$ cat src/common/meter_cfg_pkg.sv
// Purpose: Constants and carriers for the meter setup and calibration bank
// Assumes: 50 MHz ref_clk, word-indexed register port, 32-bit data
// Notes: Offsets and named field positions are fixed here; accumulation mode and voltage fields are sliced by bit number
package meter_cfg_pkg;
	localparam int ADDR_W = 6;
	// Register word offsets
	localparam logic [5:0] OFS_GAIN = 6'h00;
	localparam logic [5:0] OFS_CFG0 = 6'h01;
	localparam logic [5:0] OFS_CFG2 = 6'h02;
	localparam logic [5:0] OFS_ACCUM_MODE = 6'h03;
	localparam logic [5:0] OFS_INTCOEF = 6'h04;
	localparam logic [5:0] OFS_NOM_LEVEL = 6'h05;
	localparam logic [5:0] OFS_EPCFG = 6'h06;
	localparam logic [5:0] OFS_EGYTIME = 6'h07;
	localparam logic [5:0] OFS_ACT_NL = 6'h08;
	localparam logic [5:0] OFS_REACT_NL = 6'h09;
	localparam logic [5:0] OFS_APP_NL = 6'h0A;
	localparam logic [5:0] OFS_IEN0 = 6'h0B;
	localparam logic [5:0] OFS_IEN1 = 6'h0C;
	localparam logic [5:0] OFS_STAT0 = 6'h0D;
	localparam logic [5:0] OFS_STAT1 = 6'h0E;
	localparam logic [5:0] OFS_RUN = 6'h0F;
	localparam logic [5:0] OFS_WRLOCK = 6'h10;
	localparam logic [5:0] OFS_ACT_EGY = 6'h11;
	localparam logic [5:0] OFS_REACT_EGY = 6'h12;
	localparam logic [5:0] OFS_FS_RMS = 6'h13;
	localparam logic [5:0] OFS_FS_PWR = 6'h14;
	// Field positions
	localparam int C0_HPF_DIS = 0;
	localparam int C0_INT_EN = 1;
	localparam int C0_INT_INIT = 2;
	localparam int C0_ZX_SRC = 3;
	localparam int AM_LINE_FREQ = 8;
	localparam int EP_EN = 0;
	localparam int EP_RDRST = 1;
	localparam int EP_LDACC = 2;
	localparam int EP_TMRMODE = 3;
	localparam int EP_NLTMR_LO = 13;
	localparam int ST0_ENERGY_READY = 0;
	localparam int ST0_NOLOAD = 1;
	localparam int ST1_RESET_DONE = 0;
	// Reset values, keys and fixed constants
	localparam logic [2:0] CORNER_RST = 3'h6;
	localparam logic [31:0] IEN1_RST = 32'h0000_0001;
	localparam logic [15:0] LOCK_KEY = 16'h3C64;
	localparam logic [31:0] FS_RMS_CODES = 32'h0324_2B8C;
	localparam logic [31:0] FS_PWR_CODES = 32'h013B_C432;
	localparam int GAIN_FRAC_BITS = 27;
	localparam logic [15:0] NOLOAD_BASE = 16'h0040;
	// Timing
	localparam int CLK_PERIOD_NS = 20;
	localparam int RESET_DONE_NS = 50000;
	localparam int RESET_DONE_CYC = (RESET_DONE_NS + CLK_PERIOD_NS - 1) / CLK_PERIOD_NS;
	typedef enum logic [1:0] {
		ACC_SIGNED = 2'h0,
		ACC_ABS = 2'h1,
		ACC_POS = 2'h2,
		ACC_NEG = 2'h3
	} accum_mode_e;
	typedef struct packed {
		logic [5:0] addr;
		logic [31:0] wdata;
		logic wr;
		logic rd;
	} reg_req_s;
	typedef struct packed {
		logic valid;
		logic signed [31:0] active;
		logic signed [31:0] reactive;
		logic signed [31:0] apparent;
	} power_sample_s;
endpackage

$ cat src/verilog/meter_dsp_setup.sv
// Purpose: Setup, calibration and energy bank of a multiphase metering DSP
// Assumes: Inputs synchronous to ref_clk; read data one cycle after rd
// Notes: All state in one packed struct, registered in one process
`timescale 1ns/1ps
module meter_dsp_setup #(
	parameter int RESET_CYC = meter_cfg_pkg::RESET_DONE_CYC
) (
	input wire logic ref_clk, // 50 MHz clock
	input wire logic nrst, // Synchronous reset, active low
	input wire meter_cfg_pkg::reg_req_s bus_req, // Register request
	output logic [31:0] bus_rdata, // Read data, cycle after rd
	input wire logic power_select_hi_pin, // Power mode pin, high bit
	input wire logic power_select_lo_pin, // Power mode pin, low bit
	input wire meter_cfg_pkg::power_sample_s pwr_in, // Per-sample powers
	input wire logic half_cycle_tick, // Half line cycle pulse
	input wire logic signed [31:0] cur_a_in, // Phase A current sample
	input wire logic signed [31:0] zx_pre_in, // Sample before filters
	input wire logic signed [31:0] zx_post_in, // Sample after filters
	output logic signed [31:0] cur_a_out, // Gain-corrected current
	output logic signed [31:0] zx_sample, // Zero-cross source sample
	output logic normal_power_state, // Normal measurement mode
	output logic dsp_running, // Core processing enabled
	output logic hpf_enable, // Highpass active
	output logic [2:0] highpass_corner_field, // Corner code
	output logic integrator_enable_bit, // Integrator on
	output logic integrator_init_bit, // Integrator initialise
	output logic line_freq_select_bit, // 0 50 Hz, 1 60 Hz
	output logic [2:0] voltage_config_select, // Voltage wiring code
	output logic noload_active, // No-load detected
	output logic interrupt_pin_zero_n, // Interrupt pin 0, active low
	output logic interrupt_pin_one_n // Interrupt pin 1, active low
);
	typedef struct packed {
		logic [31:0] gain;
		logic [31:0] cfg0;
		logic [2:0] corner;
		logic [31:0] acc_mode;
		logic [31:0] intcoef;
		logic [31:0] nom_level;
		logic [15:0] epcfg;
		logic [15:0] egytime;
		logic [31:0] act_nl;
		logic [31:0] react_nl;
		logic [31:0] app_nl;
		logic [31:0] ien0;
		logic [31:0] ien1;
		logic [31:0] stat0;
		logic [31:0] stat1;
		logic run;
		logic locked;
		logic signed [31:0] act_int;
		logic signed [31:0] react_int;
		logic signed [31:0] act_user;
		logic signed [31:0] react_user;
		logic [15:0] period_cnt;
		logic [15:0] nl_cnt;
		logic noload;
		logic [11:0] rst_cnt;
		logic rst_done;
		logic [31:0] rdata;
		logic signed [31:0] cur_out;
		logic signed [31:0] zx;
		logic normal;
		logic pin0_n;
		logic pin1_n;
		logic running;
		logic hpf_on;
	} state_s;

	state_s state_reg, state_next;
	logic signed [31:0] act_total, react_total;
	logic egy_event, tick, accum_on, wr_ok, user_clear;
	logic signed [63:0] gain_prod;

	// Selected contribution of one sample for a mode
	function automatic logic signed [31:0] acc_term(input logic [1:0] mode,
			input logic signed [31:0] p);
		logic signed [31:0] r;
		r = p;
		case (mode)
			meter_cfg_pkg::ACC_ABS: r = p[31] ? -p : p;
			meter_cfg_pkg::ACC_POS: r = p[31] ? 32'sh0 : p;
			meter_cfg_pkg::ACC_NEG: r = p[31] ? p : 32'sh0;
			default: r = p;
		endcase
		return r;
	endfunction

	// Magnitude, so thresholds compare against either sign
	function automatic logic [31:0] mag(input logic signed [31:0] p);
		return p[31] ? 32'(-p) : 32'(p);
	endfunction

	// ==========================================================
	// Next-state logic
	always_comb begin
		state_next = state_reg;
		wr_ok = bus_req.wr && !state_reg.locked;
		accum_on = state_reg.run && state_reg.epcfg[meter_cfg_pkg::EP_EN] && state_reg.normal;
		tick = state_reg.epcfg[meter_cfg_pkg::EP_TMRMODE] ? half_cycle_tick : pwr_in.valid;
		// value plus one ticks per period
		egy_event = accum_on && tick && (state_reg.period_cnt == state_reg.egytime);
		act_total = state_reg.act_int;
		react_total = state_reg.react_int;
		if (accum_on && pwr_in.valid && !state_reg.noload) begin
			act_total = state_reg.act_int + acc_term(state_reg.acc_mode[1:0], pwr_in.active);
			react_total = state_reg.react_int + acc_term(state_reg.acc_mode[3:2], pwr_in.reactive);
		end
		user_clear = bus_req.rd && state_reg.epcfg[meter_cfg_pkg::EP_RDRST] &&
			(bus_req.addr == meter_cfg_pkg::OFS_ACT_EGY ||
			bus_req.addr == meter_cfg_pkg::OFS_REACT_EGY);
		gain_prod = 64'(cur_a_in) * 64'(signed'(state_reg.gain));

		// both pins low means normal mode
		state_next.normal = !power_select_hi_pin && !power_select_lo_pin;

		// Register writes; status is write-one-to-clear and ignores the lock
		if (bus_req.wr && bus_req.addr == meter_cfg_pkg::OFS_STAT0)
			state_next.stat0 = state_reg.stat0 & ~bus_req.wdata;
		if (bus_req.wr && bus_req.addr == meter_cfg_pkg::OFS_STAT1)
			state_next.stat1 = state_next.stat1 & ~bus_req.wdata;
		if (wr_ok) begin
			case (bus_req.addr)
				meter_cfg_pkg::OFS_GAIN: state_next.gain = bus_req.wdata;
				meter_cfg_pkg::OFS_CFG0: state_next.cfg0 = bus_req.wdata;
				meter_cfg_pkg::OFS_CFG2: state_next.corner = bus_req.wdata[2:0];
				meter_cfg_pkg::OFS_ACCUM_MODE: state_next.acc_mode = bus_req.wdata;
				meter_cfg_pkg::OFS_INTCOEF: state_next.intcoef = bus_req.wdata;
				meter_cfg_pkg::OFS_NOM_LEVEL: state_next.nom_level = bus_req.wdata;
				meter_cfg_pkg::OFS_EPCFG: state_next.epcfg = bus_req.wdata[15:0];
				meter_cfg_pkg::OFS_EGYTIME: state_next.egytime = bus_req.wdata[15:0];
				meter_cfg_pkg::OFS_ACT_NL: state_next.act_nl = bus_req.wdata;
				meter_cfg_pkg::OFS_REACT_NL: state_next.react_nl = bus_req.wdata;
				meter_cfg_pkg::OFS_APP_NL: state_next.app_nl = bus_req.wdata;
				meter_cfg_pkg::OFS_IEN0: state_next.ien0 = bus_req.wdata;
				meter_cfg_pkg::OFS_IEN1: state_next.ien1 = bus_req.wdata;
				meter_cfg_pkg::OFS_RUN: state_next.run = bus_req.wdata[0];
				meter_cfg_pkg::OFS_WRLOCK:
					state_next.locked = (bus_req.wdata[15:0] == meter_cfg_pkg::LOCK_KEY);
				default: state_next.gain = state_next.gain;
			endcase
		end

		// Power-up completion counter, after the clears so its set wins
		if (!state_reg.rst_done) begin
			if (state_reg.rst_cnt == 12'(RESET_CYC - 1)) begin
				state_next.rst_done = 1'b1;
				state_next.stat1[meter_cfg_pkg::ST1_RESET_DONE] = 1'b1;
			end else begin
				state_next.rst_cnt = state_reg.rst_cnt + 12'h001;
			end
		end

		if (pwr_in.valid && state_reg.run) begin
			if (mag(pwr_in.active) < state_reg.act_nl &&
					mag(pwr_in.reactive) < state_reg.react_nl &&
					mag(pwr_in.apparent) < state_reg.app_nl) begin
				if (state_reg.nl_cnt == (meter_cfg_pkg::NOLOAD_BASE <<
						state_reg.epcfg[meter_cfg_pkg::EP_NLTMR_LO +: 3])) begin
					if (!state_reg.noload)
						state_next.stat0[meter_cfg_pkg::ST0_NOLOAD] = 1'b1;
					state_next.noload = 1'b1;
				end else begin
					state_next.nl_cnt = state_reg.nl_cnt + 16'h0001;
				end
			end else begin
				state_next.nl_cnt = 16'h0000;
				state_next.noload = 1'b0;
			end
		end

		// Accumulation, period count and user energy
		state_next.act_int = act_total;
		state_next.react_int = react_total;
		if (user_clear) begin
			state_next.act_user = (bus_req.addr == meter_cfg_pkg::OFS_ACT_EGY) ?
				32'sh0 : state_reg.act_user;
			state_next.react_user = (bus_req.addr == meter_cfg_pkg::OFS_REACT_EGY) ?
				32'sh0 : state_reg.react_user;
		end
		if (accum_on && tick)
			state_next.period_cnt = egy_event ? 16'h0000 : state_reg.period_cnt + 16'h0001;
		if (egy_event) begin
			if (state_reg.epcfg[meter_cfg_pkg::EP_LDACC]) begin
				state_next.act_user = act_total;
				state_next.react_user = react_total;
			end else begin
				state_next.act_user = state_next.act_user + act_total;
				state_next.react_user = state_next.react_user + react_total;
			end
			state_next.act_int = 32'sh0;
			state_next.react_int = 32'sh0;
			// Event set wins over a same-cycle clear
			state_next.stat0[meter_cfg_pkg::ST0_ENERGY_READY] = 1'b1;
		end

		if (state_reg.run && state_reg.normal)
			state_next.cur_out = cur_a_in + 32'(gain_prod >>> meter_cfg_pkg::GAIN_FRAC_BITS);
		state_next.zx = state_reg.cfg0[meter_cfg_pkg::C0_ZX_SRC] ? zx_pre_in : zx_post_in;

		// Read data, unmapped reads as zero
		state_next.rdata = 32'h0000_0000;
		if (bus_req.rd) begin
			case (bus_req.addr)
				meter_cfg_pkg::OFS_GAIN: state_next.rdata = state_reg.gain;
				meter_cfg_pkg::OFS_CFG0: state_next.rdata = state_reg.cfg0;
				meter_cfg_pkg::OFS_CFG2: state_next.rdata = {29'h0, state_reg.corner};
				meter_cfg_pkg::OFS_ACCUM_MODE: state_next.rdata = state_reg.acc_mode;
				meter_cfg_pkg::OFS_INTCOEF: state_next.rdata = state_reg.intcoef;
				meter_cfg_pkg::OFS_NOM_LEVEL: state_next.rdata = state_reg.nom_level;
				meter_cfg_pkg::OFS_EPCFG: state_next.rdata = {16'h0, state_reg.epcfg};
				meter_cfg_pkg::OFS_EGYTIME: state_next.rdata = {16'h0, state_reg.egytime};
				meter_cfg_pkg::OFS_ACT_NL: state_next.rdata = state_reg.act_nl;
				meter_cfg_pkg::OFS_REACT_NL: state_next.rdata = state_reg.react_nl;
				meter_cfg_pkg::OFS_APP_NL: state_next.rdata = state_reg.app_nl;
				meter_cfg_pkg::OFS_IEN0: state_next.rdata = state_reg.ien0;
				meter_cfg_pkg::OFS_IEN1: state_next.rdata = state_reg.ien1;
				meter_cfg_pkg::OFS_STAT0: state_next.rdata = state_reg.stat0;
				meter_cfg_pkg::OFS_STAT1: state_next.rdata = state_reg.stat1;
				meter_cfg_pkg::OFS_RUN: state_next.rdata = {31'h0, state_reg.run};
				meter_cfg_pkg::OFS_WRLOCK: state_next.rdata = {31'h0, state_reg.locked};
				meter_cfg_pkg::OFS_ACT_EGY: state_next.rdata = state_reg.act_user;
				meter_cfg_pkg::OFS_REACT_EGY: state_next.rdata = state_reg.react_user;
				meter_cfg_pkg::OFS_FS_RMS: state_next.rdata = meter_cfg_pkg::FS_RMS_CODES;
				meter_cfg_pkg::OFS_FS_PWR: state_next.rdata = meter_cfg_pkg::FS_PWR_CODES;
				default: state_next.rdata = 32'h0000_0000;
			endcase
		end

		// each pin from its own mask and status
		state_next.pin0_n = ~|(state_next.stat0 & state_next.ien0);
		state_next.pin1_n = ~|(state_next.stat1 & state_next.ien1);
		// Registered copies, so no gate sits between flop and pin
		state_next.running = state_next.run && state_next.normal;
		state_next.hpf_on = !state_next.cfg0[meter_cfg_pkg::C0_HPF_DIS];
	end

	// ==========================================================
	// State register
	always_ff @(posedge ref_clk) begin
		if (!nrst) begin
			state_reg <= '0;
			state_reg.corner <= meter_cfg_pkg::CORNER_RST;
			// Reset-done shows on pin 1 without software help
			state_reg.ien1 <= meter_cfg_pkg::IEN1_RST;
			state_reg.pin0_n <= 1'b1;
			state_reg.pin1_n <= 1'b1;
			state_reg.hpf_on <= 1'b1;
		end else begin
			state_reg <= state_next;
		end
	end

	// ==========================================================
	// Outputs, all taken from the state register
	assign bus_rdata = state_reg.rdata;
	assign cur_a_out = state_reg.cur_out;
	assign zx_sample = state_reg.zx;
	assign normal_power_state = state_reg.normal;
	assign dsp_running = state_reg.running;
	assign hpf_enable = state_reg.hpf_on;
	assign highpass_corner_field = state_reg.corner;
	assign integrator_enable_bit = state_reg.cfg0[meter_cfg_pkg::C0_INT_EN];
	assign integrator_init_bit = state_reg.cfg0[meter_cfg_pkg::C0_INT_INIT];
	assign line_freq_select_bit = state_reg.acc_mode[meter_cfg_pkg::AM_LINE_FREQ];
	assign voltage_config_select = state_reg.acc_mode[6:4];
	assign noload_active = state_reg.noload;
	assign interrupt_pin_zero_n = state_reg.pin0_n;
	assign interrupt_pin_one_n = state_reg.pin1_n;

	// ==========================================================
	// Assertions
	property p_rst_done_irq;
		@(posedge ref_clk) disable iff (!nrst)
		(state_reg.stat1[meter_cfg_pkg::ST1_RESET_DONE] && state_reg.ien1[0])
			|-> !interrupt_pin_one_n;
	endproperty
	a_rst_done_irq: assert property (p_rst_done_irq) else $error("reset done not on pin");

	property p_normal_mode;
		@(posedge ref_clk) disable iff (!nrst)
		(!power_select_hi_pin && !power_select_lo_pin) |=> normal_power_state;
	endproperty
	a_normal_mode: assert property (p_normal_mode) else $error("normal mode missed");

	property p_hpf_reset;
		@(posedge ref_clk) disable iff (!nrst)
		!$past(nrst) |-> (highpass_corner_field == 3'h6 && hpf_enable && !integrator_enable_bit);
	endproperty
	a_hpf_reset: assert property (p_hpf_reset) else $error("filter reset state wrong");

	property p_load_overwrite;
		@(posedge ref_clk) disable iff (!nrst)
		(egy_event && state_reg.epcfg[meter_cfg_pkg::EP_LDACC])
			|=> (state_reg.act_user == $past(act_total));
	endproperty
	a_load_overwrite: assert property (p_load_overwrite) else $error("overwrite wrong");

	property p_read_clear;
		@(posedge ref_clk) disable iff (!nrst)
		(user_clear && bus_req.addr == meter_cfg_pkg::OFS_ACT_EGY && !egy_event)
			|=> (state_reg.act_user == 32'sh0);
	endproperty
	a_read_clear: assert property (p_read_clear) else $error("clearing read failed");

	property p_interrupt_pin_zero;
		@(posedge ref_clk) disable iff (!nrst)
		(egy_event && state_reg.ien0[meter_cfg_pkg::ST0_ENERGY_READY]) |=> !interrupt_pin_zero_n;
	endproperty
	a_interrupt_pin_zero: assert property (p_interrupt_pin_zero) else $error("pin 0 not asserted");

	property p_no_run_hold;
		@(posedge ref_clk) disable iff (!nrst)
		(!state_reg.run && !egy_event) |=> $stable(state_reg.act_int);
	endproperty
	a_no_run_hold: assert property (p_no_run_hold) else $error("accumulated while stopped");

	property p_lock_hold;
		@(posedge ref_clk) disable iff (!nrst)
		(state_reg.locked && bus_req.wr && bus_req.addr == meter_cfg_pkg::OFS_CFG0)
			|=> $stable(state_reg.cfg0) ##1 state_reg.locked;
	endproperty
	a_lock_hold: assert property (p_lock_hold) else $error("locked write took effect");

	property p_noload_hold;
		@(posedge ref_clk) disable iff (!nrst)
		(state_reg.noload && !egy_event) |=> $stable(state_reg.act_int);
	endproperty
	a_noload_hold: assert property (p_noload_hold) else $error("noise accumulated");

	property p_period;
		@(posedge ref_clk) disable iff (!nrst)
		(accum_on && tick && state_reg.period_cnt == state_reg.egytime)
			|=> (state_reg.period_cnt == 16'h0000 &&
			state_reg.stat0[meter_cfg_pkg::ST0_ENERGY_READY]);
	endproperty
	a_period: assert property (p_period) else $error("period end missed");
endmodule

$ cat config.mk
export PLATFORM = sky130hd
export DESIGN_NAME = meter_dsp_setup
export DESIGN_NICKNAME = d
export VERILOG_FILES = /design/src/common/meter_cfg_pkg.sv /design/src/verilog/meter_dsp_setup.sv
export SDC_FILE = /design/constraint.sdc
export NUM_CORES = 2
export LEC_CHECK = 0
export BUFFER_PORTS_ARGS = -buffer_cell sky130_fd_sc_hd__buf_2
export CAP_MARGIN = 40
export CORE_ASPECT_RATIO = 1.1
export CORE_MARGIN = 1
export CORE_UTILIZATION = 50
export DETAILED_ROUTE_END_ITERATION = 7
export GPL_TIMING_DRIVEN = 0
export PLACE_DENSITY = 0.7
export SYNTH_ARGS = -nofsm -noshare
export SYNTH_HDL_FRONTEND = slang
export SYNTH_SLANG_ARGS = --single-unit
export TNS_END_PERCENT = 10
$ cat constraint.sdc
create_clock -name ref_clk -period 13.08 [get_ports ref_clk]
set_input_delay 0.654 -clock ref_clk [delete_from_list [all_inputs] [get_ports ref_clk]]
set_output_delay 0.654 -clock ref_clk [all_outputs]
set_load 0.01 [all_outputs]
======== Word-level counts from Yosys, hierarchy flattened ========
Index checks and enable logic that the tools add are counted.
word-level totals
  register bits ........................... 696
  latch bits .............................. 0
  bits in writable memories ............... 0
  bits in read-only memories .............. 0
  memories ................................ 0
operators by class
  add/sub/neg operators ................... 11
  multiply operators ...................... 1
  divide/modulo/power cells ............... 0
  magnitude comparators ................... 3
  eq/ne operators ......................... 32
  shift-type cells ........................ 1
  muxes and demuxes ....................... 52
  bitwise gates (word level) .............. 8
  reductions and logical operators ........ 45
operators by type and width
  kind                                              number
  two-way mux 32 bit                                22
  one-hot mux 32 bit (21 select lines)              1
  two-way mux 292 bit                               1
  two-way mux 64 bit                                3
  one-hot mux 32 bit (3 select lines)               2
  adder 32 bit                                      5
  AND 32 bit                                        4
  less-than comparator 32 bit                       3
  negator 32 bit                                    3
  two-way mux 16 bit                                4
  OR reduction 32 bit                               2
  two-way mux 31 bit                                2
  multiplier 32 x 32 -> 59 bit                      1
  == test 6 x 4 -> 1 bit, second input constant     8
  adder 16 x 1 -> 16 bit, second input constant     2
  == test 16 bit                                    2
  inverter 32 bit                                   1
  AND reduction 2 bit                               16
  == test 6 x 5 -> 1 bit, second input constant     5
  == test 6 x 3 -> 1 bit, second input constant     4
  logical AND 1 bit                                 17
  two-way mux 17 bit                                1
  == test 16 x 14 -> 1 bit, second input constant   1
  left shift 7 x 3 -> 16 bit, first input constant  1
  other kinds (16)                                  42

======== Longest topological paths before layout ========
  word-level depth ........................ 10
  gate-level depth with buffers ........... 43
  gate-level depth less buffers ........... 42

======== Least setup slack after synthesis ========
Ideal clock, no wire load.
  path kind ............................... input port to flip-flop
  start point ............................. in cur_a_in[18]
  end point ............................... reg state_reg (netlist bit cur_a_out[31])
  setup time .............................. 62 ps
  arrival time ............................ 9,946 ps
  path slack .............................. 3,071 ps
  cell stages on the path ................. 41
  buffers on the path ..................... 1
  cells stage by stage .................... clkbuf_1 > nand2_1 > fa_1 > inv_1 > fa_1 > inv_1 > fa_1 > inv_1 > fa_1 > fa_1 > fa_1 > fa_1 > inv_1 > fa_1 > inv_1 > ha_1 > a211o_1 > a21oi_1 > [... 5 more ...] > a41o_1 > a21oi_1 > o21a_1 > nor2b_1 > xnor2_1 > ha_1 > a21o_1 > a21o_1 > a21o_1 > a21o_1 > a21oi_1 > o211ai_1 > nand4_1 > o21ai_0 > a21oi_1 > xor2_1 > or3_1 > nand3_1
between the ends
  word-level cells in the longest chain between the ends .. 2
ends and longest elaborated chain
  element                       line                    RTL
  start: declaration            meter_dsp_setup.sv:16   input wire logic signed [31:0] cur_a_in,
  multiplier 32 x 32 -> 59 bit  meter_dsp_setup.sv:112  gain_prod = 64'(cur_a_in) * 64'(signed'(state_reg.gain));
  adder 32 bit *                meter_dsp_setup.sv:198  state_next.cur_out = cur_a_in + 32'(gain_prod >>> meter_cfg_pkg::GAIN_FRAC_BITS);
  end signal: assignment        meter_dsp_setup.sv:250  state_reg <= state_next;
  end: declaration              meter_dsp_setup.sv:70   state_s state_reg, state_next;
Mark *: on every way between the ends. The rest lies on a longest branch, timed or not.
A chain may end at the register's enable or synchronous reset.

======== Worst setup path in the final report ========
  start point ............................. reg state_reg[668] (netlist bit)
  end point ............................... reg state_reg (netlist bit cur_a_out[31])
between the ends
  word-level cells in the longest chain between the ends .. 2
ends and longest elaborated chain
  element                       line
  multiplier 32 x 32 -> 59 bit  meter_dsp_setup.sv:112
  adder 32 bit                  meter_dsp_setup.sv:198
Every way passes these cells.

==> out/metrics.cfg <==
[status]
status=complete, no violations

[power_and_ir_drop]
power.total_mw=5.70
sw_frac_of_total_pct=31.0
power.density_nw_per_um2=66.5
ir_worst_vdd_mv=0.108
power.internal_mw=3.93
clkPwrFrac_pct=47.2
total_leakage_power_nw=38.1
switchingPower_mw=1.76
combPwrFrac_pct=15.3
seqPwrFrac_pct=37.5

[floorplan]
die_y_microns=411
ios=349
die_area_sq_um=153000
core_sq_um=150000
die_x_microns=373
initial_core_util_pct=50.5
rows=149

[clock_tree]
clk_latency_ns=0.77
cts_buffers=86
cts_sinks=696
clockBufferDepth=3
cts_tree=yes
cts_setup_buffers=0
htreeDepth=3
root_buffer=clkbuf_16
path_clk_slew_ns=0.06

[sta]
tns_ns=0
rsz0062_at_grt=false
slew_viol_final=0
clock.fmax_mhz=78.8
setup_viol=0
final.setup_skew_ns=0.0653
worst_slack_ns=0.393
hold_viol=0
fin_crit_ns=12.69
period_share_pct=97.0
max_slew_margin_pct=31.2
worst_pin_slew_ns=1.03

[detailed_routing]
drt_iter0_markers=7813
drc=0
detail-route-antenna-nets=0
routed_wl_microns=367000
vias=71627
post_drt_wl_per_cell_microns=31.1
dr.pass1.iters=8
vias_per_cell=6.06

[global_routing]
grt_use_total_pct=47.4
grt_pass1_vias=70783
grt_max_degree=16
antenna_found_initial=33
grt_pass1_wl_microns=512000
overflow=0

[finish]
final_area_sq_um=85700
utilization_pct=57.0
largest_register_ffs=585
mostFrequentLayoutCells=nand2_1 (1572), inv_1 (1090), fa_1 (1028)
seqCellArea_sq_um=13900
drive_above_1_share_pct=8.59
syn_to_final_growth_pct=12.9
fillers=13824
layout_commonest_cell=nand2_1
multi_input_area_sq_um=55100
nets=11462

[worst_setup_path]
crit_arrival_ns=13.34
cp_common_cell=fa_1
required_ns=13.73
start_kind=flop
cpPeakStageDelay_ns=0.86
crit_path_end_kind=flop
critPathBufInv=3
path_class=flop to flop
cp_slowest_cell=dfxtp_1
path_delay_family=adder cells
critPathMaxFanout=10

[synth]
synth_top_cell_by_area=fa_1
yosysTopAreaCellShare_pct=27.1
synth.distinct_cells=79
synth_seq_cells=696
avgSynthCellArea_sq_um=8.30
yosys_warnings=0
syn-num-nets=10842
ys_seq_area_share_pct=18.4
ys_top_cells_by_area=fa_1 (27%), dfxtp_1 (18%), nand2_1 (7.8%), ha_1 (7.2%), inv_1 (5.4%)
yosys_most_used_dff=dfxtp_1
async_flop_share_pct=0
syn_area_sq_um=75900
synth_edf_count=0
synthCells=9142

[flow_run]
cap_violations=0

[min_path]
hold_class=primary input to flop

[placement]
gp_congestion=1.10
place_area_sq_um=82300
io_buffers=336
dp_hpwl_microns=303000
pre_cts_ws_ns=0.138

## cell type report
class | count | share of cell area, %
antenna | 30 | 0.0876
buffer | 653 | 3.34
clock buffer | 114 | 2.85
clock inverter | 45 | 0.802
inverter | 1091 | 4.78
multi-input combinational | 6702 | 64.3
sequential | 696 | 16.3
tap | 1963 | 2.87
timing repair buffer | 532 | 4.72
## what timing repair did
action | CTS | global route
endpoints found under the setup margin | 0 | 6
hold buffers | 0 | 0
gates resized for setup | 0 | 29
## Yosys cell counts, types with 42 or more instances
master / count
buf_4: 102
nor2_1: 425
nand2b_1: 70
nor2b_1: 131
xnor2_1: 218
and2_1: 570
or3_1: 42
nor3_1: 74
mux2i_1: 152
nand3_1: 65
fa_1: 1028
o21ai_0: 333
xor2_1: 108
inv_1: 1090
a22oi_1: 66
a221oi_1: 53
ha_1: 434
a21o_1: 115
a21oi_1: 642
a22o_1: 42
nand4_1: 45
dfxtp_1: 696
o22ai_1: 47
clkbuf_1: 521
nand2_1: 1572
## metal layers
| metal | GRT usage [%] | routed length, microns |
|---|---|---|
| met1 | 54.0 | 129000 |
| met2 | 72.4 | 159000 |
| met3 | 11.7 | 36500 |
| met4 | 46.1 | 43300 |
| met5 | 0.278 | 77 |
## logic make-up after synthesis
logic type                 after synthesis  share of synthesized area [%]
AOI/OAI and AO/OA                     1591                           12.8
xor gates and xnor gates               326                           3.76
adders and majority gates             1462                           34.3
buffers and inverters                 1744                           9.14
DFF                                    696                           18.4
muxes                                  156                           2.11
and+or+nand+nor                       3167                           19.5
## stage by stage
step                std cells  hold slack (ns)
floorplan                9142            0.430
global placement        11441            0.439
detailed placement      11628            0.445
CTS                     11787           0.0325
global route            11806           0.0597
finish                  11826           0.0528
## power by group through the flow
stage	Sequential (mW)	Clock, mW	Combinational, mW
after detailed placement	2.19	0	0.824
after global routing	2.14	2.78	0.899
after floorplan	2.18	0	0.408
after CTS	2.14	2.69	0.829
final	2.14	2.69	0.871
after global placement	2.19	0	0.766
## worst paths after layout
check / startpoint / end / slack, ns / cells after the start
setup / recovery: state_reg[668] / cur_a_out[31] / 0.39 / 38
hold reg to reg: cur_a_out[14] / cur_a_out[14] / 0.45 / 2
hold / removal: power_select_hi_pin / normal_power_state / 0.05 / 2
setup reg to reg: state_reg[668] / cur_a_out[31] / 0.39 / 38
No activity file was read; power rests on OpenSTA's default activity.
